## src/verilog/tre_consts.vh

```
// constants and register map for the tag ram error bank and debug access
// Functional notes
// - error entry bits 23:16 report ways, four bits per processor
// - error entry bits 13:5 report the tag ram index of the error
// - status 1:0: 00 none, 01 tag ram only, 10 both, 11 confirmed
// - second error entry register, same layout as the first
// - error entries and ecc chunk register exist only with ecc built in
// - debug path reaches any tag location and can inject fake errors
// - operation bits 31:30 select the tag ram way
// - operation bit 24 selects processor 0 or processor 1 tag ram
// - operation bits 13:5 give the set index
// - operation bit 0: 0 read, 1 write
// - data value: valid bit 22, tag 21:17, width per cache size
// - ecc chunk register carries the check value in bits 6:0
`ifndef TRE_CONSTS_VH
`define TRE_CONSTS_VH
`define TRE_OFF_ERR_FIRST 12'h000
`define TRE_OFF_ERR_SECOND 12'h004
`define TRE_OFF_DBG_OP 12'h008
`define TRE_OFF_DBG_DATA 12'h00C
`define TRE_OFF_DBG_ECC 12'h010
`define TRE_OFF_IRQ_STAT 12'h014
`define TRE_OFF_IRQ_MASK 12'h018
`define TRE_ERR_MASK 32'h00FF3FE3
`define TRE_OP_MASK 32'hC1003FE1
`define TRE_DATA_MASK 32'h007E0000
`define TRE_ECC_MASK 32'h0000007F
`define TRE_WAY_HI 31
`define TRE_WAY_LO 30
`define TRE_CPU_BIT 24
`define TRE_IDX_HI 13
`define TRE_IDX_LO 5
`define TRE_DIR_BIT 0
`define TRE_VALID_BIT 22
`define TRE_TAG_HI 21
`define TRE_TAG_LO 17
`define TRE_ECC_HI 6
`define TRE_WAYS_LO 16
`define TRE_ST_NONE 2'h0
`define TRE_ST_TAGRAM 2'h1
`define TRE_ST_BOTH 2'h2
`define TRE_ST_CONFIRM 2'h3
`define TRE_RST_ZERO 32'h00000000
`define TRE_RST_MASK 4'h0
`define TRE_RAM_LAT 2'h2
`endif

```

## src/verilog/tre_bank.v

```verilog
// tag ram error bank and debug access registers behind an apb slave
`timescale 1ns/1ps
`include "tre_consts.vh"
module tre_bank #(
   parameter ECC_PRESENT = 1
) (
   input wire clk,
   input wire rst,
   input wire psel,
   input wire penable,
   input wire pwrite,
   input wire [11:0] paddr,
   input wire [31:0] pwdata,
   output reg [31:0] prdata,
   output reg pready,
   output reg pslverr,
   // error events from the coherency unit tag ram
   input wire err_det,
   input wire err_cpu_seen,
   input wire [7:0] err_ways,
   input wire [8:0] err_index,
   // debug port to the coherency unit tag ram
   output reg ram_req,
   output reg ram_wr,
   output reg ram_cpu,
   output reg [1:0] ram_way,
   output reg [8:0] ram_index,
   output reg ram_valid_wr,
   output reg [4:0] ram_tag_wr,
   output reg [6:0] ram_ecc_wr,
   input wire ram_ack,
   input wire ram_valid_rd,
   input wire [4:0] ram_tag_rd,
   input wire [6:0] ram_ecc_rd,
   output reg irq
);
   localparam ST_IDLE = 2'h0;
   localparam ST_WAIT = 2'h1;
   localparam ST_DONE = 2'h2;
   reg [31:0] err_reg [0:1];
   reg [31:0] op_reg;
   reg [31:0] data_reg;
   reg [31:0] ecc_reg;
   reg [3:0] stat_reg;
   reg [3:0] mask_reg;
   reg [1:0] state_reg;
   reg [31:0] rd_next;
   reg unmapped;
   wire acc = psel & penable & ~pready;
   wire wr = acc & pwrite;
   wire rd = acc & ~pwrite;
   wire op_wr = wr & (paddr == `TRE_OFF_DBG_OP);
   wire ecc_ok = (ECC_PRESENT != 0);
   // events: error logged, entry lost (both full), debug done, debug write started
   wire slot0_free = err_reg[0][1:0] == `TRE_ST_NONE;
   wire slot1_free = err_reg[1][1:0] == `TRE_ST_NONE;
   wire [3:0] ev;
   wire stat_rd = rd & (paddr == `TRE_OFF_IRQ_STAT);
   assign ev[0] = err_det & ecc_ok & (slot0_free | slot1_free);
   assign ev[1] = err_det & ecc_ok & ~slot0_free & ~slot1_free;
   assign ev[2] = (state_reg == ST_WAIT) & ram_ack;
   assign ev[3] = op_wr & pwdata[`TRE_DIR_BIT] & ecc_ok;
   // apb read mux, unmapped and absent registers answer with an error
   always @* begin
      rd_next = `TRE_RST_ZERO;
      unmapped = 1'b0;
      case (paddr)
         `TRE_OFF_ERR_FIRST: begin
            rd_next = err_reg[0];
            unmapped = ~ecc_ok;
         end
         `TRE_OFF_ERR_SECOND: begin
            rd_next = err_reg[1];
            unmapped = ~ecc_ok;
         end
         `TRE_OFF_DBG_OP: rd_next = op_reg;
         `TRE_OFF_DBG_DATA: rd_next = data_reg;
         `TRE_OFF_DBG_ECC: begin
            rd_next = ecc_reg;
            unmapped = ~ecc_ok;
         end
         `TRE_OFF_IRQ_STAT: rd_next = {28'h0000000, stat_reg};
         `TRE_OFF_IRQ_MASK: rd_next = {28'h0000000, mask_reg};
         default: unmapped = 1'b1;
      endcase
   end
   // one wait state: pready rises in the cycle after the first access cycle
   always @(posedge clk or posedge rst) begin
      if (rst) begin
         pready <= 1'b0;
         pslverr <= 1'b0;
         prdata <= `TRE_RST_ZERO;
      end else begin
         pready <= acc;
         pslverr <= acc & unmapped;
         prdata <= (rd & ~unmapped) ? rd_next : `TRE_RST_ZERO;
      end
   end
   // error bank: hardware logs into the first free entry, software may
   // rewrite status to confirm or clear; a new error beats a clear
   genvar g;
   generate
      for (g = 0; g < 2; g = g + 1) begin : g_err
         wire is_free = (err_reg[g][1:0] == `TRE_ST_NONE);
         wire take = err_det & ecc_ok & is_free & ((g == 0) | ~slot0_free);
         wire sw_wr = wr & ecc_ok & (paddr == (g == 0 ?
            `TRE_OFF_ERR_FIRST : `TRE_OFF_ERR_SECOND));
         always @(posedge clk or posedge rst) begin
            if (rst) begin
               err_reg[g] <= `TRE_RST_ZERO;
            end else if (take) begin
               err_reg[g] <= {8'h00, err_ways, 2'h0, err_index, 3'h0,
                  err_cpu_seen ? `TRE_ST_BOTH : `TRE_ST_TAGRAM};
            end else if (err_reg[g][1:0] == `TRE_ST_TAGRAM && err_cpu_seen &&
                  !err_det) begin
               err_reg[g][1:0] <= `TRE_ST_BOTH;
            end else if (sw_wr) begin
               err_reg[g] <= pwdata & `TRE_ERR_MASK;
            end
         end
      end
   endgenerate
   // debug registers and access sequencer
   always @(posedge clk or posedge rst) begin
      if (rst) begin
         op_reg <= `TRE_RST_ZERO;
         data_reg <= `TRE_RST_ZERO;
         ecc_reg <= `TRE_RST_ZERO;
         state_reg <= ST_IDLE;
         ram_req <= 1'b0;
         ram_wr <= 1'b0;
         ram_cpu <= 1'b0;
         ram_way <= 2'h0;
         ram_index <= 9'h000;
         ram_valid_wr <= 1'b0;
         ram_tag_wr <= 5'h00;
         ram_ecc_wr <= 7'h00;
      end else begin
         if (wr && paddr == `TRE_OFF_DBG_DATA) begin
            data_reg <= pwdata & `TRE_DATA_MASK;
         end
         if (wr && ecc_ok && paddr == `TRE_OFF_DBG_ECC) begin
            ecc_reg <= pwdata & `TRE_ECC_MASK;
         end
         case (state_reg)
            ST_IDLE: begin
               if (op_wr) begin
                  op_reg <= pwdata & `TRE_OP_MASK;
                  ram_req <= 1'b1;
                  ram_way <= pwdata[`TRE_WAY_HI:`TRE_WAY_LO];
                  ram_cpu <= pwdata[`TRE_CPU_BIT];
                  ram_index <= pwdata[`TRE_IDX_HI:`TRE_IDX_LO];
                  ram_wr <= pwdata[`TRE_DIR_BIT];
                  // a chosen chunk that mismatches the tag injects an error
                  ram_valid_wr <= data_reg[`TRE_VALID_BIT];
                  ram_tag_wr <= data_reg[`TRE_TAG_HI:`TRE_TAG_LO];
                  ram_ecc_wr <= ecc_reg[`TRE_ECC_HI:0];
                  state_reg <= ST_WAIT;
               end
            end
            ST_WAIT: begin
               if (ram_ack) begin
                  ram_req <= 1'b0;
                  if (!ram_wr) begin
                     data_reg <= {9'h000, ram_valid_rd, ram_tag_rd,
                        17'h00000};
                     if (ecc_ok) begin
                        ecc_reg <= {25'h0000000, ram_ecc_rd};
                     end
                  end
                  state_reg <= ST_DONE;
               end
            end
            ST_DONE: state_reg <= ST_IDLE;
            default: state_reg <= ST_IDLE;
         endcase
      end
   end
   // sticky status, cleared by reading it; a same-cycle event survives
   always @(posedge clk or posedge rst) begin
      if (rst) begin
         stat_reg <= `TRE_RST_MASK;
         mask_reg <= `TRE_RST_MASK;
         irq <= 1'b0;
      end else begin
         stat_reg <= (stat_rd ? 4'h0 : stat_reg) | ev;
         if (wr && paddr == `TRE_OFF_IRQ_MASK) begin
            mask_reg <= pwdata[3:0];
         end
         irq <= |(((stat_rd ? 4'h0 : stat_reg) | ev) & mask_reg);
      end
   end
endmodule // tre_bank

```

## config.mk

```make
export PLATFORM = sky130hd
export DESIGN_NAME = tre_bank
export DESIGN_NICKNAME = d
export VERILOG_FILES = /design/src/verilog/tre_bank.v
export VERILOG_INCLUDE_DIRS = /design/src /design/src/verilog
export SDC_FILE = /design/constraint.sdc
export NUM_CORES = 1
export LEC_CHECK = 0
export ABC_CLOCK_PERIOD_IN_PS = 7400
export BUFFER_PORTS_ARGS = -buffer_cell sky130_fd_sc_hd__buf_2
export CORE_MARGIN = 1.5
export CORE_UTILIZATION = 45
export CTS_BUF_LIST = sky130_fd_sc_hd__clkbuf_8
export CTS_CLUSTER_DIAMETER = 50
export DETAILED_ROUTE_END_ITERATION = 8
export GPL_TIMING_DRIVEN = 1
export PLACE_DENSITY = 0.67
export RECOVER_POWER = 50
export SLEW_MARGIN = 25
export SYNTH_ARGS = -nofsm -noshare
export SYNTH_HDL_FRONTEND = slang
export SYNTH_SLANG_ARGS = --single-unit
```

## constraint.sdc

```tcl
create_clock -name clk -period 7.4 [get_ports clk]
set_input_delay 1.48 -clock clk [delete_from_list [all_inputs] [get_ports clk]]
set_output_delay 1.48 -clock clk [all_outputs]
set_load 0.005 [all_outputs]
```

; ---- Word level (Yosys, flattened, before mapping)
; Cells that the tools add are included.
[totals]
wordCells = 111
in_bits = 82
output_inout_bits = 62
reg_bits = 213
[classes]
n_eq_ne = 13
bitwise_logic = 25
n_reduce_logical = 24
mux = 27
[op_table]
columns = cell, count
row1 = $mux 32, 13
row2 = $pmux 32 s7, 1
row3 = $mux 30, 2
row4 = $eq 12x5->1 const B, 3
row5 = $eq 12x4->1 const B, 2
row6 = $and 1x1->1, 18
row7 = $eq 12x3->1 const B, 1
row8 = $logic_not 12->1, 1
row9 = $mux 2, 5
row10 = $ne 2x2->1 const B, 4
row11 = $reduce_and 2->1, 4
row12 = $logic_and 1x1->1, 7
row13 = $reduce_or 7->1, 1
row14 = $eq 2x1->1 const B, 3
row15 = $logic_not 2->1, 3
row16 = $reduce_bool 2->1, 3
row17 = $reduce_bool 3->1, 2
row18 = $and 4x4->4, 1
row19 = $mux 4, 1
row20 = $not 1->1, 4
row21 = $or 4x4->4, 1
row22 = $pmux 2 s2, 1
row23 = $reduce_or 4->1, 1
row24 = $mux 1, 3
row25 = other kinds (4), 4

; ---- Logic depth before layout (Yosys ltp)
; Gate-level depths: netlist of the first run.
[depth]
word_depth = 8
depth_mapped = 8
mapped_depth_nobuf = 5

; ---- Worst setup path after synthesis of the first run
; Ideal clock, no wire load.
[synth_path]
kind = input -> register
start = input paddr[2]
end = register ram_ecc_wr[5]
slack_ns = 4.110
setup_ns = 0.127
required_time_ns = 7.273
path_stages = 6
arrival_ns = 3.162
path_buffers = 3
path_cell_list = buf_2 -> or3_1 -> clkbuf_1 -> nor4_4 -> buf_6 -> mux2_1
[synth_via]
elab_chain_len = 3
[synth_rtl]
columns = element, line
row1 = from (decl), tre_bank.v:12  ; input wire [11:0] paddr,
row2 = $eq 12x4->1, -
row3 = $and 1x1->1, tre_bank.v:52  ; wire op_wr = wr & (paddr == `TRE_OFF_DBG_OP);
row4 = $reduce_and 2->1 (no source line), -
row5 = to (signal assigned), tre_bank.v:157  ; ram_ecc_wr <= ecc_reg[`TRE_ECC_HI:0];
row6 = to (decl), tre_bank.v:30  ; output reg [6:0] ram_ecc_wr,
; No other way between the ends.
; A chain may end at the register's enable or synchronous reset.

; ---- Worst setup path in the final report of the first run
[layout_path]
start = input paddr[2]
end = register data_reg[23]
[layout_via]
elab_chain_len = 6
[layout_rtl]
columns = element, line
row1 = $eq 12x4->1 (no source line) (*), -
row2 = $logic_and 1x1->1 (no source line) (*), -
row3 = $mux 32 (*), tre_bank.v:139  ; if (wr && paddr == `TRE_OFF_DBG_DATA) begin
row4 = $mux 32, tre_bank.v:164  ; if (!ram_wr) begin
row5 = $mux 32, tre_bank.v:162  ; if (ram_ack) begin
row6 = $mux 32 (*), tre_bank.v:145  ; case (state_reg)
row7 = to (signal assigned), tre_bank.v:127  ; data_reg <= `TRE_RST_ZERO;
row8 = to (signal assigned), tre_bank.v:140  ; data_reg <= pwdata & `TRE_DATA_MASK;
row9 = to (signal assigned), tre_bank.v:165  ; data_reg <= {9'h000, ram_valid_rd, ram_tag_rd,
row10 = to (decl), tre_bank.v:42  ; reg [31:0] data_reg;
; Every way passes the cells marked *; elsewhere a longest branch is shown, timed or not.

==> impl_results.md, run 1 <==
- Count of non-filler cells in the finished layout: roughly 1,100
- Crit path kind: primary input to register
- Post-synth top flop: sky130_fd_sc_hd__dfrtp_1
- Flip-flop count of the largest register after layout: 38
- Multi-input combinational cell area: approximately 0.0034 sq mm
- Final weighted congestion in routability-driven placement: between 0.8 and 0.9
- Top delay family on crit path: simple AND/OR/NAND/NOR gates
- Period utilization: 0.599
- CTS H-Tree Depth: 4
- CP cell instances: clkbuf_1 -> nor2b_1 -> and4_1 -> a21oi_4 -> and2_1
- Largest net degree at the start of global routing: around 110
- Remaining design rule violation count: 0
- Tot GR Track Use: 0.250
- Root cell of the clock tree: sky130_fd_sc_hd__clkbuf_8
- Post-Synthesis Cell Area: between 0.008 and 0.009 sq mm
- Initial core utilization: 0.463
- First-pass GRT wire length: between 30,000 and 40,000 um
- Clk sinks: 174
- Final count of hold timing violations: 0
- Via count of the first global-routing pass: 6,135
- Standard-cell row count: 48
- Path category of the worst min-delay check: register to register
- Worst-case clock skew: between 15 and 20 ps
- Run status: finished with violations
- Number of flops mapped to enable cells by yosys: 0
- Flops & latches, synth: about 170
- Buffers from clock root to sink, at most: 2
- Post-synthesis cell type count: 58
- Number of vias in the routed layout: between 6,000 and 7,000
- Required time of the critical path: ~8000 ps
- Synth area leaders: sky130_fd_sc_hd__dfrtp_1, sky130_fd_sc_hd__mux2_2, sky130_fd_sc_hd__and2_1
- Post-synthesis sequential area ratio: 0.542
- Leading cell type by number of instances after synthesis: sky130_fd_sc_hd__dfrtp_1
- Number of nets still failing antenna checks after routing: 0
- Top cell types by occurrence after synthesis: sky130_fd_sc_hd__dfrtp_1, sky130_fd_sc_hd__and2_1, sky130_fd_sc_hd__nor2_1
- Slowest cell on the critical path: sky130_fd_sc_hd__clkbuf_1
- Antenna violations before repair: 0
- Worst max-slew margin expressed relative to the limit: -0.191
- Number of buffers inserted by post-CTS setup repair: 0
- Die span in y: 137 um
- Synth warn: 0
- Placed wire-length estimate: 14,700 um
- Sum of negative setup slack: 0 ps
- Via density: 5.92
- Per-cell routed wire length: 20.7 um
- CP bufs+invs: 1
- Clk Latency, worst-skew pair: 490 ps
- Aggregate routed wire length: around 22,000 um
- Core region area: 0.0174 sq mm
- Length of the first detailed-routing pass in iterations: 6
- Final Max Tran Viols: 30
- Nets in the synthesized netlist: 820
- Worst Path Max Fanout: 29
- Clock slew seen by the registers of the worst setup and hold paths: approximately 100 ps
- Peak ir drop on the vdd network: between 100 and 150 uV
- Post-synth top area share: 0.542
- Filler cells: roughly 1,600
- Area of the die: between 0.015 and 0.02 sq mm
- Setup repair after global routing missed its margin: false
- Power density cells: 229 mW/mm^2
- Min Clock Period, post-route: 4430 ps
- Final nets: between 900 and 1,000
- CTS Hold Buffers Added: 0
- Achievable clock frequency: 226 MHz
- Share of synthesized flip-flops with an asynchronous set or reset: 1.00
- Worst Tran Pin Value: 1790 ps
- Type of destination of the critical path: register
- Storage cell area: 0.00435 sq mm
- Number of buffers created by CTS: 17
- Inserted Diodes: 0
- CTS tree: yes
- Relative area change from synthesis to final layout: 15.7%
- Floorplan die width: ~140 um
- # placed instances: approximately 1,100
- Startpoint types: primary input
- Data arrival, critical path: ~4800 ps
- Mapped Avg Cell Area: 10.9 sq um
- Fraction of final layout cells sized beyond drive strength 1: 0.250
- Iter 0 DRT Violations: 510
- Number of port buffers: ~140
- Post-CTS sizing: 0
- Largest stage delay on the critical path: 1260 ps
- Setup slack of the worst register-to-register path: about 4200 ps
- Cell type contributing the most total cell area after synthesis: sky130_fd_sc_hd__dfrtp_1
- Number of violations of the max-capacitance limit: 1
- Residual overflow from global routing: 0
- Top-level port count: ~140
- Static power due to leakage: between 4 and 5 nW
- Failing checks: capacitance limit, slew limit
- Cells after Synth: ~740
- Setup violation total in the final timing report: 0
==> power breakdown <==
group	total (mW)	internal (mW)	switching, mW
combinational	0.365	0.176	0.188
clock	0.649	0.259	0.389
sequential	1.12	1.05	0.0665
==> worst reg2reg max path, cell delays in order, from the launching register on <==
cell and delay, ps:
sky130_fd_sc_hd__dfrtp_1 430, sky130_fd_sc_hd__nand4b_1 190, sky130_fd_sc_hd__buf_4 260, sky130_fd_sc_hd__or3_1 780, sky130_fd_sc_hd__nor4_4 670, sky130_fd_sc_hd__buf_4 420, sky130_fd_sc_hd__mux2_1 380
==> per-stage QoR <==
stage	setup slack (ps)	hold slack [ps]	power, mW	utilization	area [sq um]
after floorplan	1200	447	1.39	-	8040
after global placement	3050	462	1.49	0.509	8840
after detailed placement	3040	466	1.49	0.510	8850
after CTS	3560	492	2.14	0.532	9240
after global routing	2930	504	2.23	0.536	9300
final	2970	491	2.13	0.536	9300
==> final cells by class <==
type                            instances  share of cell area
Inverter                                7             0.00296
Clock inverter                         14              0.0149
Timing Repair Buffer                  151              0.0872
Sequential cell                       174               0.468
Tap cell                              225              0.0303
Multi-Input combinational cell        497               0.370
Clock buffer                           18              0.0266
==> metal layers <==
layer,vias up,track usage,share of wire
li1,2942,-,-
met1,3190,0.369,0.46
met2,257,0.369,0.45
met3,36,0.0452,0.067
met4,0,0.0869,0.020
met5,-,0,0
==> layout by cell type (no fill, tap or decap), types with 17 or more instances in the layout <==
cell type                     n
sky130_fd_sc_hd__a21oi_1     36
sky130_fd_sc_hd__a2bb2oi_1   17
sky130_fd_sc_hd__a31oi_1     32
sky130_fd_sc_hd__and2_1      51
sky130_fd_sc_hd__buf_2      121
sky130_fd_sc_hd__clkbuf_8    18
sky130_fd_sc_hd__dfrtp_1    174
sky130_fd_sc_hd__mux2_1      18
sky130_fd_sc_hd__mux2_2      30
sky130_fd_sc_hd__nand2_1     30
sky130_fd_sc_hd__nand2b_1    19
sky130_fd_sc_hd__nand3_1     26
sky130_fd_sc_hd__nor2_1      49
sky130_fd_sc_hd__nor3_1      24
sky130_fd_sc_hd__o21ai_0     22
sky130_fd_sc_hd__o22a_1      17
sky130_fd_sc_hd__o41ai_1     17
==> worst paths after layout <==
kind | startpoint | end | depth (start not counted)
worst max-delay path | paddr[2] | data_reg[23] | 5
worst min-delay path | data_reg[10] | data_reg[10] | 1
worst min register to register | data_reg[10] | data_reg[10] | 1
worst max register to register | pready | ram_ecc_wr[1] | 6
max in group asynchronous | rst | mask_reg[1] | 4
min in group asynchronous | rst | ram_index[3] | 2
==> cells by family after synthesis <==
family                 count (synthesis)  synth area share
AO/OA/AOI/OAI                        197             0.175
flip-flops                           174             0.542
buffers and inverters                 67            0.0367
AND/OR/NAND/NOR                      244             0.169
multiplexers                          56            0.0772
No activity file was read; power rests on OpenSTA's default activity.
==> run 2, diff against run 1 <==
--- a/config.mk
+++ b/config.mk
@@ -6,7 +6,7 @@
 export SDC_FILE = /design/constraint.sdc
 export NUM_CORES = 1
 export LEC_CHECK = 0
-export ABC_CLOCK_PERIOD_IN_PS = 7400
+export ABC_CLOCK_PERIOD_IN_PS = 3800
 export BUFFER_PORTS_ARGS = -buffer_cell sky130_fd_sc_hd__buf_2
 export CORE_MARGIN = 1.5
 export CORE_UTILIZATION = 45
@@ -14,7 +14,7 @@
 export CTS_CLUSTER_DIAMETER = 50
 export DETAILED_ROUTE_END_ITERATION = 8
 export GPL_TIMING_DRIVEN = 1
-export PLACE_DENSITY = 0.67
+export PLACE_DENSITY = 0.69
 export RECOVER_POWER = 50
 export SLEW_MARGIN = 25
 export SYNTH_ARGS = -nofsm -noshare
==> constraint.sdc (replaced) <==
create_clock -name clk -period 3.8 [get_ports clk]
set_input_delay 0.76 -clock clk [delete_from_list [all_inputs] [get_ports clk]]
set_output_delay 0.76 -clock clk [all_outputs]
set_load 0.005 [all_outputs]
==> run 2 against run 1 <==
Against the previous run: cell count increased by 1.5%; register-to-register slack got worse by 2500 ps; critical path depth increased by 3; via count increased by 1.0%; global-route usage decreased by 0.17 points; first-iteration DRC count increased by 5.3%; the flow still finishes with violations (capacitance limit, slew limit).
==> impl_results.md, run 2 (same netlist as run 1, synthesis figures left out) <==
- Static power due to leakage: 4.36 nW (+2.0%)
- Placed wire-length estimate: 15,200 um (+2.9%)
- Tot GR Track Use: 0.248 (-0.00173)
- Inserted Diodes: 0 (unchanged)
- Largest stage delay on the critical path: 810 ps (-450 ps)
- Data arrival, critical path: 3300 ps (-1510 ps)
- CTS Hold Buffers Added: 0 (unchanged)
- Final weighted congestion in routability-driven placement: 0.863 (+1.5%)
- Setup repair after global routing missed its margin: false
- Power density cells: 462 mW/mm^2 (+100%)
- Number of port buffers: 136 (unchanged)
- Most frequent cells in the layout: sky130_fd_sc_hd__dfrtp_1, sky130_fd_sc_hd__buf_2, sky130_fd_sc_hd__and2_1
- Aggregate routed wire length: 22,300 um (-1.1%)
- Fraction of final layout cells sized beyond drive strength 1: 0.262 (+0.0125)
- Number of nets still failing antenna checks after routing: 0 (unchanged)
- Area of the die: 0.0187 sq mm (unchanged)
- Cell occurring most often along the worst timing path: sky130_fd_sc_hd__buf_4
- CP cell instances: buf_2 -> clkbuf_1 -> nor2b_1 -> and4_1 -> buf_4 -> a21oi_1 -> buf_4 -> and2_1
- Top-level port count: 144 (unchanged)
- # placed instances: 1,070 (+1.9%)
- Worst max-slew margin expressed relative to the limit: -0.0193 (+0.171)
- CTS H-Tree Depth: 4 (unchanged)
- Clk Latency, worst-skew pair: 470 ps (-20 ps)
- Path category of the worst min-delay check: register to register
- CTS tree: yes
- Failing checks: capacitance limit, slew limit
- Post-layout util: 0.543 (+0.00728)
- Crit path kind: primary input to register
- CP bufs+invs: 4 (+3)
- Clk sinks: 174 (unchanged)
- Remaining design rule violation count: 0 (unchanged)
- Top delay family on crit path: buffers and inverters
- Placement Cell Area: 0.00902 sq mm (+1.9%)
- Period utilization: 0.763
- Setup violation total in the final timing report: 0 (unchanged)
- Standard-cell row count: 48 (unchanged)
- Final count of hold timing violations: 0 (unchanged)
- Largest net degree at the start of global routing: 73 (-30%)
- Via count of the first global-routing pass: 6,373 (+3.9%)
- Core region area: 0.0174 sq mm (unchanged)
- Count of non-filler cells in the finished layout: 1,102 (+1.5%)
- Startpoint types: primary input
- Required time of the critical path: 4200 ps (-3570 ps)
- Type of destination of the critical path: register
- Via density: 5.89 (-0.44%)
- Achievable clock frequency: 345 MHz
- Length of the first detailed-routing pass in iterations: 5 (-1)
- Flip-flop count of the largest register after layout: 38 (unchanged)
- Final Max Tran Viols: 27 (-10%)
- Min Clock Period, post-route: 2900 ps
- Number of vias in the routed layout: 6,491 (+1.0%)
- Worst Path Max Fanout: 25 (-14%)
- Run status: finished with violations
- Die span in y: 137 um (unchanged)
- Post-route cell area: 0.00943 sq mm (+1.4%)
- Number of buffers inserted by post-CTS setup repair: 0 (unchanged)
- Number of buffers created by CTS: 17 (unchanged)
- Antenna violations before repair: 0 (unchanged)
- Post-CTS sizing: 0 (unchanged)
- Residual overflow from global routing: 0 (unchanged)
- Slowest cell on the critical path: sky130_fd_sc_hd__clkbuf_1
- Initial core utilization: 0.463 (unchanged)
- Peak ir drop on the vdd network: 253 uV (+98%)
- Iter 0 DRT Violations: 537 (+5.3%)
- Floorplan die width: 137 um (unchanged)
- Sum of negative setup slack: 0 ps (unchanged)
- Buffers from clock root to sink, at most: 2 (unchanged)
- Per-cell routed wire length: 20.2 um (-2.5%)
- Number of violations of the max-capacitance limit: 1 (unchanged)
- Relative area change from synthesis to final layout: 17.3%
- Worst-case clock skew: 12.3 ps (-4.53 ps)
- Worst Tran Pin Value: 1530 ps (-257 ps)
- First-pass GRT wire length: 35,100 um (about the same)
- Most common library cell in the layout ignoring fill and taps: sky130_fd_sc_hd__dfrtp_1
- Clock slew seen by the registers of the worst setup and hold paths: 90 ps (about the same)
- Final nets: 946 (+1.7%)
- Root cell of the clock tree: sky130_fd_sc_hd__clkbuf_8
==> run 2: cell count changes in the layout (fill, tap and decap cells not counted), moves of 2 or more <==
| cell | delta |
|---|---|
| sky130_fd_sc_hd__bufinv_16 | +4 |
| sky130_fd_sc_hd__clkinvlp_4 | +2 |
| sky130_fd_sc_hd__buf_2 | +2 |
| sky130_fd_sc_hd__inv_8 | -3 |
| sky130_fd_sc_hd__clkinv_4 | -2 |
| sky130_fd_sc_hd__buf_16 | -2 |
| sky130_fd_sc_hd__buf_4 | +15 |
==> run 2: metrics by stage <==
stage	setup WS [ps]	hold WS (ps)	total power [mW]
floorplan	815	447	2.70
global placement	823	462	2.91
detailed placement	803	466	2.94
CTS	1270	415	4.38
global route	777	493	4.54
finish	899	486	4.36
==> run 2: power by group <==
part,total [mW],internal [mW],switching [mW]
Combinational,0.716,0.350,0.365
Sequential,2.19,2.05,0.135
Clock,1.45,0.746,0.709
Total,4.36,3.15,1.21
==> run 2: layout make-up <==
cell class              count  area, sq um
clock buffers              18          248
clock inverters            14          203
fillers                  1529         7930
inverters                   7         27.5
multi-input cells         497         3420
flip-flops and latches    174         4350
well taps                 225          282
repair buffers            167          900
==> run 2: path summary, 6_finish.rpt <==
kind                             startpoint           end  slack (ps)  depth (start not counted)
worst max register to register       pready  ram_index[5]        1640                          5
worst max-delay path               paddr[2]   ecc_reg[15]         900                          8
min in group asynchronous               rst   err_reg[10]         620                          2
worst min register to register  ecc_reg[21]   ecc_reg[21]         490                          1
worst min-delay path            ecc_reg[21]   ecc_reg[21]         490                          1
max in group asynchronous               rst   data_reg[3]        1200                          3
==> run 2: metal layers <==
metal,GRT usage,part of all wire,wire (um)
met1,0.354,0.46,10200
met2,0.380,0.45,10000
met3,0.0411,0.066,1470
met4,0.0934,0.026,582
met5,0,0,0
==> run 3, diff against run 2 <==
--- a/config.mk
+++ b/config.mk
@@ -6,7 +6,7 @@
 export SDC_FILE = /design/constraint.sdc
 export NUM_CORES = 1
 export LEC_CHECK = 0
-export ABC_CLOCK_PERIOD_IN_PS = 3800
+export ABC_CLOCK_PERIOD_IN_PS = 2900
 export BUFFER_PORTS_ARGS = -buffer_cell sky130_fd_sc_hd__buf_2
 export CORE_MARGIN = 1.5
 export CORE_UTILIZATION = 45
@@ -14,7 +14,7 @@
 export CTS_CLUSTER_DIAMETER = 50
 export DETAILED_ROUTE_END_ITERATION = 8
 export GPL_TIMING_DRIVEN = 1
-export PLACE_DENSITY = 0.69
+export PLACE_DENSITY = 0.67
 export RECOVER_POWER = 50
 export SLEW_MARGIN = 25
 export SYNTH_ARGS = -nofsm -noshare
==> constraint.sdc (replaced) <==
create_clock -name clk -period 2.9 [get_ports clk]
set_input_delay 0.58 -clock clk [delete_from_list [all_inputs] [get_ports clk]]
set_output_delay 0.58 -clock clk [all_outputs]
set_load 0.005 [all_outputs]
==> run 3 against run 2 <==
Against the previous run: the flow now finishes without violations; setup slack got worse by 380 ps; register-to-register slack got worse by 810 ps; critical path depth down 2; flip-flop and latch count unchanged; cell count grew 1.3%; worst hold slack got worse by 150 ps; combinational power up 32%; clock-buffer cell count increased by 2.
==> impl_results.md, run 3 (same netlist as run 1, synthesis figures left out) <==
- Run status: finished, final reports clean
- Power density cells: 585 mW/mm^2 (+27%)
- Top-level port count: 144 (unchanged)
- Number of buffers created by CTS: 17 (unchanged)
- Via density: 5.90 (+0.24%)
- Final Max Tran Viols: 0 (-100%)
- Largest stage delay on the critical path: 790 ps (-20 ps)
- Startpoint types: primary input
- Largest net degree at the start of global routing: 69 (-5.5%)
- Area of the die: 0.0187 sq mm (unchanged)
- Post-place setup slack: 256 ps (-547 ps)
- Final worst-path setup slack: 524 ps (-375 ps)
- CTS H-Tree Depth: 4 (unchanged)
- Crit. Startpoint: paddr[4]
- Relative area change from synthesis to final layout: 18.1%
- Final weighted congestion in routability-driven placement: 0.846 (-2.0%)
- Via count of the first global-routing pass: 6,469 (+1.5%)
- CTS Hold Buffers Added: 0 (unchanged)
- Path category of the worst min-delay check: primary input to asynchronous set/reset pin
- Setup repair after global routing missed its margin: false
- Type of destination of the critical path: register
- Number of buffers inserted by post-CTS setup repair: 0 (unchanged)
- Per-cell routed wire length: 20.2 um (-0.11%)
- Remaining design rule violation count: 0 (unchanged)
- Aggregate routed wire length: 22,500 um (+1.2%)
- Number of vias in the routed layout: 6,589 (+1.5%)
- Worst-case clock skew: 8.62 ps (-3.64 ps)
- Required time of the critical path: 3290 ps (-910 ps)
- CTS tree: yes
- Inserted Diodes: 0 (unchanged)
- Fraction of final layout cells sized beyond drive strength 1: 0.270 (+0.00822)
- Tot GR Track Use: 0.254 (+0.00628)
- Worst Tran Pin Value: 1320 ps (-206 ps)
- Number of port buffers: 136 (unchanged)
- CP cell instances: clkbuf_1 -> nor2b_1 -> and4_1 -> a21oi_1 -> buf_4 -> and2_1
- First-pass GRT wire length: 35,700 um (+1.7%)
- Number of nets still failing antenna checks after routing: 0 (unchanged)
- Die span in y: 137 um (unchanged)
- Root cell of the clock tree: sky130_fd_sc_hd__clkbuf_8
- Most frequent cells in the layout: sky130_fd_sc_hd__dfrtp_1, sky130_fd_sc_hd__buf_2, sky130_fd_sc_hd__and2_1
- Worst max-slew margin expressed relative to the limit: 0.118 (+0.138)
- Residual overflow from global routing: 0 (unchanged)
- Final count of hold timing violations: 0 (unchanged)
- Setup slack of the worst register-to-register path: 830 ps (-810 ps)
- Peak ir drop on the vdd network: 335 uV (+33%)
- Initial core utilization: 0.463 (unchanged)
- Min Clock Period, post-route: approximately 2400 ps
- Antenna violations before repair: 0 (unchanged)
- Clock slew seen by the registers of the worst setup and hold paths: 90 ps (about the same)
- Standard-cell row count: 48 (unchanged)
- Achievable clock frequency: 421 MHz
- Slowest cell on the critical path: sky130_fd_sc_hd__clkbuf_1
- Reg2Reg Capture Point: err_reg[5]
- End of the critical path: data_reg[9]
- Length of the first detailed-routing pass in iterations: 5 (unchanged)
- Clk sinks: 174 (unchanged)
- Period utilization: 0.819
- Floorplan die width: 137 um (unchanged)
- Crit path kind: primary input to register
- Placed wire-length estimate: 15,500 um (+2.5%)
- Critical register-to-register path startpoint: err_reg[32]
- Static power due to leakage: 4.41 nW (+1.1%)
- Data arrival, critical path: 2770 ps (-530 ps)
- Most common library cell in the layout ignoring fill and taps: sky130_fd_sc_hd__dfrtp_1
- Buffers from clock root to sink, at most: 2 (unchanged)
- Sum of negative setup slack: 0 ps (unchanged)
- Setup violation total in the final timing report: 0 (unchanged)
- Worst Path Max Fanout: 23 (-8.0%)
- Number of violations of the max-capacitance limit: 0 (-1)
- Core region area: 0.0174 sq mm (unchanged)
- Clk Latency, worst-skew pair: 460 ps (about the same)
- Flip-flop count of the largest register after layout: 38 (unchanged)
- Cell depth of the worst flop-to-flop path: 6 (+1)
- Iter 0 DRT Violations: 520 (-3.2%)
- Final nets: 960 (+1.5%)
- Post-CTS sizing: 0 (unchanged)
-- run 3: cell type report --
class / count / area [sq um]
Sequential cell: 174 / 4350
Fill cell: 1554 / 7860
Clock buffer: 20 / 275
Timing Repair Buffer: 181 / 1020
Clock inverter: 12 / 134
Tap cell: 225 / 282
Inverter: 7 / 27.5
Multi-Input combinational cell: 497 / 3400
-- run 3: metal layers --
layer | track usage | share of wire | up-vias
li1 | - | - | 2995
met1 | 0.367 | 0.46 | 3263
met2 | 0.381 | 0.45 | 290
met3 | 0.0511 | 0.065 | 41
met4 | 0.0910 | 0.022 | 0
met5 | 0 | 0 | -
-- run 3: worst min-delay path by stage --
| stage | from | endpoint | slack [ps] | depth (start not counted) |
|---|---|---|---|---|
| 2_1_floorplan | data_reg[10] | data_reg[10] | 450 | 1 |
| 5_1_grt | pwdata[24] | op_reg[24] | 330 | 2 |
| 6_report | rst | ram_index[5] | 340 | 2 |
| 3_3_place_gp | ram_req | ram_req | 460 | 1 |
| 3_5_place_dp | ram_req | ram_req | 460 | 1 |
| 4_1_cts | rst | ecc_reg[12] | 180 | 2 |
-- run 3: metrics by stage --
step | power, mW | area [sq um] | hold WS [ps] | util | cells
final | 5.55 | 9490 | 336 | 0.547 | 1116
after global routing | 5.81 | 9490 | 326 | 0.547 | 1116
after CTS | 5.57 | 9540 | 184 | 0.549 | 1116
after detailed placement | 3.85 | 9130 | 460 | 0.526 | 1084
after global placement | 3.82 | 9130 | 459 | 0.526 | 1084
after floorplan | 3.54 | 8040 | 447 | - | 738
-- run 3: report_power, final --
part | internal (mW) | total, mW | switching (mW)
Combinational | 0.465 | 0.945 | 0.479
Sequential | 2.69 | 2.87 | 0.178
Clock | 0.839 | 1.74 | 0.900
-- run 3: worst max-delay path, delay by kind of cell --
family / cells / cell delay, ps
and+or+nand+nor: 3 / 730
buffers and inverters: 2 / 1120
AOI/OAI and AO/OA: 1 / 320
